$ cat src/hdl/hsh_defines.svh
// Purpose: Constants for the hard stop homing sequencer
// Assumes: 125 MHz drive clock
// Notes:   Velocity in units of 0.0042 rps, accel/decel in 0.167 rps/s
`ifndef HSH_DEFINES_SVH
`define HSH_DEFINES_SVH

`define HSH_VEL_W          15
`define HSH_RATE_W         15
`define HSH_CUR_W          12
`define HSH_VEL_MIN        15'h0001
`define HSH_VEL_MAX        15'h4A67
// 10 rps, 5 rps, 0.5 rps in 0.0042 rps units
`define HSH_VEL1_RST       15'h094D
`define HSH_VEL2_RST       15'h04A6
`define HSH_VEL3_RST       15'h0077
// 100, 100, 10 rps/s in 0.167 rps/s units
`define HSH_ACC1_RST       15'h0257
`define HSH_ACC2_RST       15'h0257
`define HSH_ACC3_RST       15'h003C
`define HSH_OFFSET_RST     32'h000007D0
`define HSH_CUR_RST        12'h064
`define HSH_CMD_START      3'h0
`define HSH_CMD_VEL        3'h1
`define HSH_CMD_ACC        3'h2
`define HSH_CMD_DEC        3'h3
`define HSH_CMD_CUR        3'h4
`define HSH_CMD_OFS        3'h5
`define HSH_CMD_QVEL       3'h6

`endif

$ cat src/hdl/hsh_pkg.sv
// Purpose: Types for the hard stop homing sequencer
// Assumes: hsh_defines.svh widths
// Notes:   Command word is one queued entry from the host parser
`include "hsh_defines.svh"
package hsh_pkg;

    typedef struct packed {
        logic [2:0]  op;
        logic [1:0]  step;
        logic [31:0] arg;
    } hsh_cmd_t;

    typedef struct packed {
        logic                    active;
        logic                    dir_ccw;
        logic [`HSH_VEL_W-1:0]   vel;
        logic [`HSH_RATE_W-1:0]  accel;
        logic [`HSH_RATE_W-1:0]  decel;
        logic                    offset_move;
        logic [31:0]             distance;
    } hsh_motion_t;

    typedef struct packed {
        logic [1:0]              step;
        logic [`HSH_VEL_W-1:0]   vel;
    } hsh_vel_reply_t;

    typedef enum logic [2:0] {
        HSH_IDLE, HSH_SEEK_STOP, HSH_SETTLE, HSH_SEEK_INDEX, HSH_OFFSET, HSH_WAIT_DONE
    } hsh_state_t;

endpackage : hsh_pkg

$ cat src/hdl/hsh_sequencer.sv
// Purpose: Hard stop homing sequencer with queued commands
// Assumes: Motion profile generator outside; current sample is in-domain
// Notes:   Index pulse arrives from a pin and is synchronised
`timescale 1ns/1ps
`include "hsh_defines.svh"
module hsh_sequencer (
    input  wire logic                     clk,
    input  wire logic                     rst,
    input  wire hsh_pkg::hsh_cmd_t        cmd,
    input  wire logic                     cmd_valid,
    output logic                          cmd_ready,
    input  wire logic [`HSH_CUR_W-1:0]    motor_current,
    input  wire logic                     index_pin,
    input  wire logic                     move_done,
    output hsh_pkg::hsh_motion_t          motion,
    output hsh_pkg::hsh_vel_reply_t       vel_reply,
    output logic                          vel_reply_valid,
    output logic                          homing_busy,
    output logic                          homed
);
    hsh_pkg::hsh_state_t     state_q, state_d;
    hsh_pkg::hsh_motion_t    motion_q, motion_d;
    logic                    use_index_q;
    logic [31:0]             offset_q;
    logic [`HSH_CUR_W-1:0]   cur_thr_q;
    logic                    idx_s1_q, idx_s2_q, idx_s3_q;
    logic                    homed_q;
    hsh_pkg::hsh_vel_reply_t reply_q;
    logic                    reply_v_q;

    // ------------------------------------------------------------
    // Command decode
    // ------------------------------------------------------------
    logic take;
    logic is_start, wr_vel, wr_acc, wr_dec, wr_cur, wr_ofs, q_vel;
    assign cmd_ready = (state_q == hsh_pkg::HSH_IDLE);
    assign take      = cmd_valid && cmd_ready;
    assign is_start  = take && (cmd.op == `HSH_CMD_START);
    assign wr_vel    = take && (cmd.op == `HSH_CMD_VEL);
    assign wr_acc    = take && (cmd.op == `HSH_CMD_ACC);
    assign wr_dec    = take && (cmd.op == `HSH_CMD_DEC);
    assign wr_cur    = take && (cmd.op == `HSH_CMD_CUR);
    assign wr_ofs    = take && (cmd.op == `HSH_CMD_OFS);
    assign q_vel     = take && (cmd.op == `HSH_CMD_QVEL) && (cmd.step != 2'h0);

    // ------------------------------------------------------------
    // Per-step tables
    // ------------------------------------------------------------
    logic [1:0]              sel;
    logic [`HSH_VEL_W-1:0]   vel_rd;
    logic [`HSH_RATE_W-1:0]  acc_rd, dec_rd;
    logic [1:0]              vel_sel;

    // Step used by the motion stage currently being set up
    assign sel = (state_d == hsh_pkg::HSH_SEEK_STOP)  ? 2'h1 :
                 (state_d == hsh_pkg::HSH_OFFSET)     ? 2'h2 :
                 (state_d == hsh_pkg::HSH_WAIT_DONE)  ? 2'h2 :
                 (state_d == hsh_pkg::HSH_SEEK_INDEX) ? 2'h3 : 2'h1;
    assign vel_sel = q_vel ? cmd.step : sel;

    hsh_step_table #(.W(`HSH_VEL_W), .RV1(`HSH_VEL1_RST), .RV2(`HSH_VEL2_RST),
                     .RV3(`HSH_VEL3_RST), .MIN(`HSH_VEL_MIN), .MAX(`HSH_VEL_MAX)) u_vel (
        .clk   (clk),
        .rst   (rst),
        .wr    (wr_vel),
        .step  (cmd.step),
        .wdata (cmd.arg[`HSH_VEL_W-1:0]),
        .rsel  (vel_sel),
        .rdata (vel_rd)
    );
    hsh_step_table #(.W(`HSH_RATE_W), .RV1(`HSH_ACC1_RST), .RV2(`HSH_ACC2_RST),
                     .RV3(`HSH_ACC3_RST), .MIN(15'h0001)) u_acc (
        .clk   (clk),
        .rst   (rst),
        .wr    (wr_acc),
        .step  (cmd.step),
        .wdata (cmd.arg[`HSH_RATE_W-1:0]),
        .rsel  (sel),
        .rdata (acc_rd)
    );
    hsh_step_table #(.W(`HSH_RATE_W), .RV1(`HSH_ACC1_RST), .RV2(`HSH_ACC2_RST),
                     .RV3(`HSH_ACC3_RST), .MIN(15'h0001)) u_dec (
        .clk   (clk),
        .rst   (rst),
        .wr    (wr_dec),
        .step  (cmd.step),
        .wdata (cmd.arg[`HSH_RATE_W-1:0]),
        .rsel  (sel),
        .rdata (dec_rd)
    );

    // ------------------------------------------------------------
    // Index synchroniser and edge
    // ------------------------------------------------------------
    logic index_rise;
    logic stop_hit;
    assign index_rise = idx_s2_q && !idx_s3_q;
    assign stop_hit   = (motor_current >= cur_thr_q);

    // ------------------------------------------------------------
    // Sequencer
    // ------------------------------------------------------------
    always_comb
    begin
        state_d  = state_q;
        motion_d = motion_q;
        unique case (state_q)
            hsh_pkg::HSH_IDLE:
            begin
                if (is_start)
                begin
                    state_d              = hsh_pkg::HSH_SEEK_STOP;
                    motion_d.dir_ccw     = offset_q[31];
                    motion_d.offset_move = 1'b0;
                    motion_d.distance    = 32'h00000000;
                end
            end
            hsh_pkg::HSH_SEEK_STOP:
            begin
                // Stop is declared on current alone; the decel ramp then runs into the stop
                if (stop_hit)
                begin
                    state_d = hsh_pkg::HSH_SETTLE;
                end
            end
            hsh_pkg::HSH_SETTLE:
            begin
                motion_d.distance    = offset_q;
                if (use_index_q)
                begin
                    state_d              = hsh_pkg::HSH_SEEK_INDEX;
                    motion_d.dir_ccw     = !offset_q[31];
                    motion_d.offset_move = 1'b0;
                end
                else
                begin
                    state_d              = hsh_pkg::HSH_OFFSET;
                    motion_d.dir_ccw     = !offset_q[31];
                    motion_d.offset_move = 1'b1;
                end
            end
            hsh_pkg::HSH_SEEK_INDEX:
            begin
                if (index_rise)
                begin
                    state_d              = hsh_pkg::HSH_OFFSET;
                    motion_d.offset_move = 1'b1;
                end
            end
            hsh_pkg::HSH_OFFSET:
            begin
                // Give the profile generator one cycle to drop its done flag
                state_d = hsh_pkg::HSH_WAIT_DONE;
            end
            hsh_pkg::HSH_WAIT_DONE:
            begin
                if (move_done)
                begin
                    state_d = hsh_pkg::HSH_IDLE;
                end
            end
        endcase
        motion_d.active = (state_d != hsh_pkg::HSH_IDLE) && (state_d != hsh_pkg::HSH_SETTLE);
        if (state_d != state_q)
        begin
            motion_d.vel   = vel_rd;
            motion_d.accel = acc_rd;
            motion_d.decel = dec_rd;
        end
    end

    always_ff @(posedge clk)
    begin
        if (rst)
        begin
            state_q  <= hsh_pkg::HSH_IDLE;
            motion_q <= '0;
        end
        else
        begin
            state_q  <= state_d;
            motion_q <= motion_d;
        end
    end

    always_ff @(posedge clk)
    begin
        idx_s1_q <= index_pin;
        idx_s2_q <= idx_s1_q;
        idx_s3_q <= idx_s2_q;
    end

    // ------------------------------------------------------------
    // Settings and replies
    // ------------------------------------------------------------
    always_ff @(posedge clk)
    begin
        if (rst)
        begin
            use_index_q <= 1'b0;
            offset_q    <= `HSH_OFFSET_RST;
            cur_thr_q   <= `HSH_CUR_RST;
            homed_q     <= 1'b0;
            reply_q     <= '0;
            reply_v_q   <= 1'b0;
        end
        else
        begin
            if (is_start)
            begin
                use_index_q <= cmd.arg[0];
                homed_q     <= 1'b0;
            end
            if (wr_ofs)
            begin
                offset_q <= cmd.arg;
            end
            if (wr_cur)
            begin
                cur_thr_q <= cmd.arg[`HSH_CUR_W-1:0];
            end
            if ((state_q == hsh_pkg::HSH_WAIT_DONE) && move_done)
            begin
                homed_q <= 1'b1;
            end
            reply_v_q <= q_vel;
            if (q_vel)
            begin
                reply_q.step <= cmd.step;
                reply_q.vel  <= vel_rd;
            end
        end
    end

    assign motion          = motion_q;
    assign vel_reply       = reply_q;
    assign vel_reply_valid = reply_v_q;
    assign homing_busy     = (state_q != hsh_pkg::HSH_IDLE);
    assign homed           = homed_q;
endmodule : hsh_sequencer

$ cat src/hdl/hsh_step_table.sv
// Purpose: Three-entry per-step parameter table
// Assumes: Step index 1..3; writes to step 0 ignored, a read of 0 gives step 1
// Notes:   Used for velocity, accel and decel
`timescale 1ns/1ps
module hsh_step_table #(
    parameter int           W   = 15,
    parameter logic [W-1:0] RV1 = '0,
    parameter logic [W-1:0] RV2 = '0,
    parameter logic [W-1:0] RV3 = '0,
    parameter logic [W-1:0] MIN = '0,
    parameter logic [W-1:0] MAX = '1
) (
    input  wire logic         clk,
    input  wire logic         rst,
    input  wire logic         wr,
    input  wire logic [1:0]   step,
    input  wire logic [W-1:0] wdata,
    input  wire logic [1:0]   rsel,
    output logic      [W-1:0] rdata
);
    logic [W-1:0] v_q [1:3];
    logic [W-1:0] clamped;
    logic         step_ok;

    // Out-of-range values are clamped rather than refused, so the table always holds a legal value
    assign clamped = (wdata < MIN) ? MIN : ((wdata > MAX) ? MAX : wdata);
    assign step_ok = (step != 2'h0);
    assign rdata   = (rsel == 2'h0) ? v_q[1] : v_q[rsel];

    always_ff @(posedge clk)
    begin
        if (rst)
        begin
            v_q[1] <= RV1;
            v_q[2] <= RV2;
            v_q[3] <= RV3;
        end
        else if (wr && step_ok)
        begin
            v_q[step] <= clamped;
        end
    end
endmodule : hsh_step_table

$ cat config.mk
export PLATFORM = sky130hd
export DESIGN_NAME = hsh_sequencer
export DESIGN_NICKNAME = d
export VERILOG_FILES = /design/src/hdl/hsh_pkg.sv /design/src/hdl/hsh_sequencer.sv /design/src/hdl/hsh_step_table.sv
export VERILOG_INCLUDE_DIRS = /design/src /design/src/hdl
export SDC_FILE = /design/constraint.sdc
export NUM_CORES = 1
export LEC_CHECK = 0
export BUFFER_PORTS_ARGS = -buffer_cell sky130_fd_sc_hd__buf_4
export CORE_ASPECT_RATIO = 1.4
export CORE_MARGIN = 4
export CORE_UTILIZATION = 30
export DETAILED_ROUTE_END_ITERATION = 12
export HOLD_SLACK_MARGIN = 0.05
export PLACE_DENSITY = 0.59
export SETUP_SLACK_MARGIN = 0.1
export SKIP_CTS_REPAIR_TIMING = 1
export SLEW_MARGIN = 20
export SYNTH_ARGS = -nofsm -noshare
export SYNTH_HDL_FRONTEND = slang
export SYNTH_HIERARCHICAL = 1
export SYNTH_SLANG_ARGS = --single-unit
$ cat constraint.sdc
create_clock -name clk -period 3 [get_ports clk]
set_clock_uncertainty 0.15 [all_clocks]
set_input_delay 0.3 -clock clk [delete_from_list [all_inputs] [get_ports clk]]
set_output_delay 0.3 -clock clk [all_outputs]
set_load 0.01 [all_outputs]
==> flow_metrics.tcl, run 1 <==
set metrics [dict create \
    ys.flop_type "dfxtp_1" \
    p_leak_uw 0.00598 \
    num_rows 88 \
    synth_top_area_cell "edfxtp_1" \
    synth-edff-count 135 \
    fmax_mhz 353 \
    synth_cell_type_count 62 \
    r2r_slack_ns 0.17 \
    n_antenna_cell 0 \
    synth-async-reset-ratio_pct 0 \
    vdd_drop_max_mv 0.449 \
    drt_pass1_iterations 5 \
    slew_headroom_pct 31.4 \
    synth-seq-cells 285 \
    viasPerCell 4.69 \
    antenna_left 0 \
    post-route-period-util_pct 94.4 \
    place_congestion 0.813 \
    drtIter0Drc 452 \
    synth.area.top_cells "edfxtp_1 32%, dfxtp_1 24%, mux2i_1 8.1%" \
    portBuffers 154 \
    grt_usage_pct 14.3 \
    clockBufferDepth 3 \
    dpl.cell_count 1820 \
    cap_violations 0 \
    wirelength_um 34000 \
    postSynthCellCount 1160 \
    drive_gt1_share_pct 20.6 \
    synth.avg_cell_area_um2 10.8 \
    die_area_um2 45000 \
    syn_area_um2 12500 \
    cts_buffers 29 \
    syn_nets 1228 \
    outcome "finished, final reports clean" \
    rr_worst_depth 5 \
    hold_depth 5 \
    power.density_nw_per_um2 579 \
    finalSetupViolations 0 \
    seq_power_share_pct 48.3 \
    grt_pass1_wl_um 51200 \
    critPathCaptureType "flop" \
    root_buffer "clkbuf_16" \
    initial_utilization_pct 30.3 \
    hpwl_um 21700 \
    clkPwrFrac_pct 38.0 \
    min_from "cmd[35]" \
    fin_cells 1910 \
    hold_violations 0 \
    post-route-min-period_ns 2.83 \
    cts_tree "done" \
    fin_setup_tns_ns 0 \
    placement.cell_area_um2 14200 \
    internal_power_uw 6720 \
    die_x_um 180 \
    overflow 0 \
    min_path_type "input pin to flop" \
    arrival_ns 2.88 \
    cts.sinks 285 \
    clk_latency_ns 0.57 \
    regToRegStartpoint "state_q[2]" \
    synthDominantCellAreaShare_pct 32.5 \
    num_vias 8949 \
    grt_antenna_before_repair 0 \
    clk_pin_slew_ns 0.06 \
    swShare_pct 25.4 \
    ioPinCount 155 \
    start_kind "flop" \
    critPathKind "flop to flop" \
    pwr-share-comb_pct 13.7 \
    yosys_warnings 6 \
    tightestPinTransition_ns 1.03 \
    htree_levels 1 \
    min_to "homed" \
    rsz0062_at_grt "false" \
    required_ns 3.05 \
    post-route-cell-area_um2 15600 \
    grt_max_degree 98 \
    syn2layout_area_growth_pct 24.8 \
    r2r_end "u_acc/v_q[3][7]" \
    path_max_fanout 15 \
    drcViolationCount 0 \
    nNetsFinal 1415 \
    seq_area_frac_synth_pct 56.6 \
    wl_per_cell_um 17.8 \
    p_sw_uw 2290 \
    core_um2 41200 \
    maxSlewViolCount 0 \
    grt_pass1_vias 8796 \
    die_h_um 249 \
]
[power groups by stage]
stage	clock [µW]	combinational [µW]	sequential, µW
after floorplan	0	655	4470
after global placement	0	1190	4440
after detailed placement	0	1200	4440
after CTS	3540	1210	4350
after global routing	3700	1340	4370
final	3430	1230	4350
[critical path, stage by stage, from the launching register on]
cell and delay, ns:
dfxtp_2 0.35, or4b_4 0.62, or2_4 0.29, nor3_1 0.34, and4b_4 0.31, or2_2 0.39
[cells by family (layout without fill, tap and decap cells)]
family          after synthesis  in the layout  synth area share, %
compound gates              170            170                 8.44
fa+ha+maj                    14             14                 1.40
simple gates                498            498                 21.4
mux                         101            101                 8.10
flops                       285            285                 56.6
buf+inv                      92            302                 4.12
[per-layer routing]
metal / track usage, % / wire, µm / share of wire, % / vias to the layer above
met4: 5.30 / 1120 / 3.3 / 0
met1: 16.8 / 13800 / 41 / 4305
met3: 2.98 / 1700 / 5.0 / 60
li1: - / - / - / 4380
met5: 0 / 0 / 0 / -
met2: 25.5 / 17400 / 51 / 204
[synthesized netlist by cell type, drive strengths merged, types with 6 or more instances]
cell	instances
a21oi	103
buf	29
and2	57
or2	8
nor2	125
nor3b	8
inv	20
nand3	7
nor4	9
ha	14
nand2b	125
a21o	6
a22oi	31
nand3b	9
edfxtp	135
nand2	113
dfxtp	150
nor3	7
or3	10
o21ai	7
mux2i	101
clkbuf	43
[how the worst max path moves through the flow]
stage	depth (start not counted)	to	start	slack [ns]
after floorplan	13	motion[75]	state_q[2]	0.12
after global placement	12	motion[64]	state_q[2]	0.07
after detailed placement	12	motion[71]	state_q[2]	0.006
after CTS	12	motion[71]	state_q[2]	-0.04
after global routing	12	motion[66]	state_q[1]	0.08
final	5	u_acc/v_q[3][7]	state_q[2]	0.17
[sequential cells by signal, summed over array words and instances, names as in the netlist, 3 cells and up]
register / count
u_vel/v_q: 45
state_q: 3
cur_thr_q: 12
offset_q: 32
vel_reply: 17
u_dec/v_q: 45
u_acc/v_q: 45
motion: 80
[placed cells by master, fill, tap and decap left out, drive strengths merged, types with 49 or more instances in the layout]
cell type	synthesis	final
buf	29	192
edfxtp	135	135
nor2	125	125
mux2i	101	101
nand2b	125	125
nand2	113	113
a21oi	103	103
clkbuf	43	49
and2	57	57
dfxtp	150	150
[stage by stage]
stage               util [%]  total power (µW)  hold slack (ns)  setup slack (ns)
detailed placement      34.6              5640            0.173           0.00571
global placement        34.6              5630            0.171            0.0719
global route            37.8              9410           0.0763            0.0777
floorplan                  -              5120            0.160             0.120
finish                  37.8              9010           0.0579             0.169
CTS                     36.8              9110           -0.330           -0.0353
[layout make-up]
class / count / area (µm²)
fill: 4131 / 25600
clock inverter: 5 / 37.5
clock buffer: 49 / 851
inverter: 20 / 75.1
timing repair buffer: 228 / 1880
multi-input combinational: 783 / 5000
tap: 540 / 676
sequential: 285 / 7060
No activity file was read; power rests on OpenSTA's default activity.
==> run 2, diff against run 1 <==
--- a/config.mk
+++ b/config.mk
@@ -13,6 +13,7 @@
 export DETAILED_ROUTE_END_ITERATION = 12
 export HOLD_SLACK_MARGIN = 0.05
 export PLACE_DENSITY = 0.59
+export RECOVER_POWER = 100
 export SETUP_SLACK_MARGIN = 0.1
 export SKIP_CTS_REPAIR_TIMING = 1
 export SLEW_MARGIN = 20
==> run 2 against run 1 <==
Net effect: non-clock buffer count did not move; register-to-register slack got worse by 0.02 ns; largest cell class unchanged; via count about the same; hold slack got worse by 0.0099 ns; maximum frequency is 0.79% lower; core utilization decreased by 1.2 points; critical path type unchanged.
==> flow_metrics.tcl, run 2 (synthesis results as in run 1) <==
set metrics [dict create \
    antenna_left 0 \
    final_util_pct 36.6 \
    grt_usage_pct 14.3 \
    maxSlewViolCount 0 \
    n_antenna_cell 0 \
    num_rows 88 \
    post-route-period-util_pct 95.1 \
    num_vias 8947 \
    pwr-share-comb_pct 12.6 \
    fmax_mhz 350 \
    grt_antenna_before_repair 0 \
    grt_pass1_wl_um 51200 \
    syn2layout_area_growth_pct 20.8 \
    power.density_nw_per_um2 591 \
    overflow 0 \
    critPathKind "flop to flop" \
    viasPerCell 4.68 \
    swShare_pct 25.7 \
    place_congestion 0.813 \
    nNetsFinal 1415 \
    finalSetupViolations 0 \
    internal_power_uw 6610 \
    cts_tree "done" \
    whs_ns 0.0480 \
    outcome "finished, final reports clean" \
    min_to "homed" \
    cts_buffers 29 \
    start_kind "flop" \
    core_um2 41200 \
    path_max_fanout 15 \
    hpwl_um 21700 \
    min_path_type "input pin to flop" \
    slew_headroom_pct 8.02 \
    die_x_um 180 \
    clk_latency_ns 0.57 \
    vdd_drop_max_mv 0.446 \
    p_sw_uw 2290 \
    wl_per_cell_um 17.8 \
    die_h_um 249 \
    hold_violations 0 \
    ioPinCount 155 \
    seq_power_share_pct 48.8 \
    die_area_um2 45000 \
    drive_gt1_share_pct 12.2 \
    cts.sinks 285 \
    clockBufferDepth 3 \
    mostFrequentLayoutCell "dfxtp_1" \
    drtIter0Drc 453 \
    hold_depth 5 \
    min_from "cmd[35]" \
    clk_pin_slew_ns 0.06 \
    arrival_ns 3.12 \
    wirelength_um 34000 \
    drt_pass1_iterations 5 \
    post-route-min-period_ns 2.85 \
    r2r_end "motion[64]" \
    grt_pass1_vias 8796 \
    largest_reg_flops 80 \
    r2r_slack_ns 0.15 \
    critPathCaptureType "flop" \
    grt_max_degree 98 \
    drcViolationCount 0 \
    initial_utilization_pct 30.3 \
    portBuffers 154 \
    htree_levels 1 \
    rr_worst_depth 12 \
    root_buffer "clkbuf_16" \
    tightestPinTransition_ns 1.38 \
    cap_violations 0 \
    p_leak_uw 0.00551 \
    rsz0062_at_grt "false" \
    layout_common_cells "149 x dfxtp_1, 135 x edfxtp_1, 125 x nand2b_1, 123 x clkbuf_1, 122 x nor2_1" \
    regToRegStartpoint "state_q[2]" \
    required_ns 3.27 \
    clkPwrFrac_pct 38.5 \
]
==> run 2: final cells by class <==
cell class              count  area, µm²
clock buffers              49        851
fillers                  4248      26100
flip-flops and latches    285       7060
well taps                 540        676
multi-input cells         783       4950
clock inverters             5       37.5
repair buffers            228       1430
inverters                  20       75.1
==> run 2: power by group through the flow <==
stage / sequential [µW] / combinational [µW] / clock (µW)
floorplan: 4470 / 655 / 0
CTS: 4350 / 1210 / 3540
global route: 4370 / 1230 / 3700
detailed placement: 4440 / 1200 / 0
global placement: 4440 / 1190 / 0
finish: 4350 / 1120 / 3430
==> run 2: layer usage <==
metal,track usage [%],up-vias,share of wire (%)
met3,2.98,61,5.3
met5,0,-,0
met1,16.8,4278,40
met4,5.30,0,3.4
met2,25.5,226,51
li1,-,4382,-
==> run 2: worst max-delay path by stage <==
stage	endpoint	start	depth (start not counted)	slack [ns]
after floorplan	motion[75]	state_q[2]	13	0.12
after global placement	motion[64]	state_q[2]	12	0.07
after detailed placement	motion[71]	state_q[2]	12	0.006
after CTS	motion[71]	state_q[2]	12	-0.04
after global routing	motion[77]	state_q[1]	12	0.03
final	motion[64]	state_q[2]	12	0.15
==> run 2: metrics by stage <==
stage	instances	setup WS, ns	power (µW)	setup TNS, ns	area, µm²
after global placement	1820	0.0719	5630	0	14200
after floorplan	1160	0.120	5120	0	12500
after detailed placement	1820	0.00571	5640	0	14200
final	1910	0.147	8900	0	15100
after CTS	1874	-0.0353	9110	-0.110	15100
after global routing	1910	0.0266	9290	0	15100
==> run 2: worst max-delay path, stage by stage (launching register included) <==
cell and delay [ns]:
dfxtp_2 0.39, inv_1 0.11, ha_2 0.34, o21ai_0 0.23
o31a_1 0.24, nor2b_2 0.07, nor2_1 0.22, buf_12 0.22
mux2i_2 0.34, a21oi_1 0.12, buf_4 0.15, nand2b_1 0.06
mux2i_1 0.06
==> run 3, diff against run 2 <==
==> constraint.sdc (replaced) <==
create_clock -name clk -period 3 [get_ports clk]
set_clock_uncertainty 0.15 [all_clocks]
set_input_delay 0.3 -clock clk [delete_from_list [all_inputs] [get_ports clk]]
set_output_delay 0.3 -clock clk [all_outputs]
set_load 0.005 [all_outputs]
==> run 3 against run 2 <==
Net effect: wire length shrank 0.21%; maximum frequency is essentially flat; largest cell class unchanged; setup slack worse by 0.0010 ns; hold slack gained 0.00052 ns; register-to-register slack is essentially flat; core utilization rose by 0.50 points; design area grew 1.4%; total power is 0.18% lower; cell count is the same; global-route usage unchanged; highest routed layer unchanged; critical path depth did not move.
==> flow_metrics.tcl, run 3 (synthesis results as in run 1) <==
set metrics [dict create \
    required_ns 3.27 \
    drive_gt1_share_pct 16.2 \
    cp_cell_sequence "buf_4 -> ha_2 -> o21ai_0 -> o31a_1 -> nor2b_2 -> nor2_1 -> buf_12 -> mux2i_2 -> a21oi_1 -> buf_4 -> nand2b_1 -> mux2i_1" \
    largest_reg_flops 80 \
    syn2layout_area_growth_pct 22.5 \
    critPathKind "flop to flop" \
    p_sw_uw 2240 \
    crit_buf_inv 3 \
    start_kind "flop" \
    die_h_um 249 \
    drtIter0Drc 478 \
    drt_pass1_iterations 5 \
    cap_violations 0 \
    critPathCaptureType "flop" \
    die_area_um2 45000 \
    portBuffers 154 \
    grt_util_met2_pct 25.5 \
    root_buffer "clkbuf_16" \
    wl_per_cell_um 17.8 \
    outcome "finished, final reports clean" \
    drcViolationCount 0 \
    vdd_drop_max_mv 0.446 \
    nNetsFinal 1415 \
    wirelength_um 33900 \
    hold_violations 0 \
    post-route-min-period_ns 2.85 \
    maxSlewViolCount 0 \
    post-route-cell-area_um2 15300 \
    internal_power_uw 6650 \
    power.density_nw_per_um2 582 \
    cts_tree "done" \
    grt_usage_pct 14.3 \
    grt.met1_usage_pct 16.8 \
    slowest_delay_ns 0.34 \
    min_path_type "input pin to flop" \
    clk_pin_slew_ns 0.06 \
    post-route-period-util_pct 95.1 \
    grt_pass1_vias 8796 \
    tightestPinTransition_ns 1.37 \
    viasPerCell 4.66 \
    initial_utilization_pct 30.3 \
    rsz0062_at_grt "false" \
    cts.sinks 285 \
    grt_max_degree 98 \
    cts_buffers 29 \
    hpwl_um 21700 \
    finalSetupViolations 0 \
    grt_pass1_wl_um 51200 \
    cp_top_family "compound AO/OA/AOI/OAI gates" \
    htree_levels 1 \
    num_rows 88 \
    die_x_um 180 \
    place_congestion 0.813 \
    final_util_pct 37.1 \
    placement.cell_area_um2 14200 \
    pwr-share-comb_pct 12.5 \
    p_leak_uw 0.00571 \
    clockBufferDepth 3 \
    fmax_mhz 350 \
    seq_power_share_pct 48.9 \
    clk_latency_ns 0.57 \
    grt_util_met3_pct 2.98 \
    n_antenna_cell 0 \
    overflow 0 \
    gr-max-usage-layer "met2" \
    path_max_fanout 15 \
    antenna_left 0 \
    layout_common_cells "149 x dfxtp_1, 135 x edfxtp_1, 125 x nand2b_1, 122 x nor2_1, 112 x nand2_1" \
    clkPwrFrac_pct 38.6 \
    mostFrequentLayoutCell "dfxtp_1" \
    critPathMostFrequentCell "buf_4" \
    crit_slowest_cell "dfxtp_1" \
    slew_headroom_pct 9.00 \
    ioPinCount 155 \
    swShare_pct 25.2 \
    core_um2 41200 \
    arrival_ns 3.12 \
    grt_antenna_before_repair 0 \
    num_vias 8903 \
]
## run 3: changes by cell type in the layout (fill, tap and decap cells not counted)
| cell | delta |
|---|---|
| clkbuf_1 | -55 |
| clkbuf_4 | +55 |
## run 3: power groups by stage
stage | clock network (µW) | logic (µW) | registers, µW
5_1_grt | 3700 | 1220 | 4370
3_3_place_gp | 0 | 1140 | 4440
4_1_cts | 3540 | 1150 | 4350
3_5_place_dp | 0 | 1150 | 4440
2_1_floorplan | 0 | 652 | 4420
6_report | 3430 | 1110 | 4350
## run 3: layer usage
layer  wire length (µm)  vias to the layer above
li1                   -                     4381
met1              13700                     4249
met2              17300                      212
met3               1760                       61
met4               1140                        0
met5                  0                        -
## run 3: worst min-delay path, cell delays in order
cell and delay, ns:
buf_4 0.13, nor2_4 0.05, nand2_2 0.09, a32oi_1 0.06, nor2_1 0.09
## run 3: final cells by class
class	count	area, µm²
inverters	20	75.1
fillers	4186	25900
multi-input cells	783	4950
clock buffers	49	851
repair buffers	228	1640
clock inverters	5	37.5
well taps	540	676
flip-flops and latches	285	7060
## run 3: through the flow
step           TNS, ns  instances  hold slack, ns  setup slack [ns]  power, µW
6_report             0       1910          0.0485             0.146       8890
5_1_grt              0       1910          0.0711            0.0266       9280
4_1_cts         -0.110       1874          -0.330           -0.0353       9050
3_5_place_dp         0       1820           0.173           0.00571       5590
3_3_place_gp         0       1820           0.171            0.0719       5570
2_1_floorplan        0       1160           0.160             0.120       5070
## run 3: path summary, 6_finish.rpt
kind | slack (ns) | endpoint | cells after the start | startpoint
min reg2reg | 0.19 | idx_s2_q | 0 | idx_s1_q
min | 0.05 | homed | 5 | cmd[35]
max | 0.15 | motion[64] | 12 | state_q[1]
max reg2reg | 0.15 | motion[64] | 12 | state_q[1]
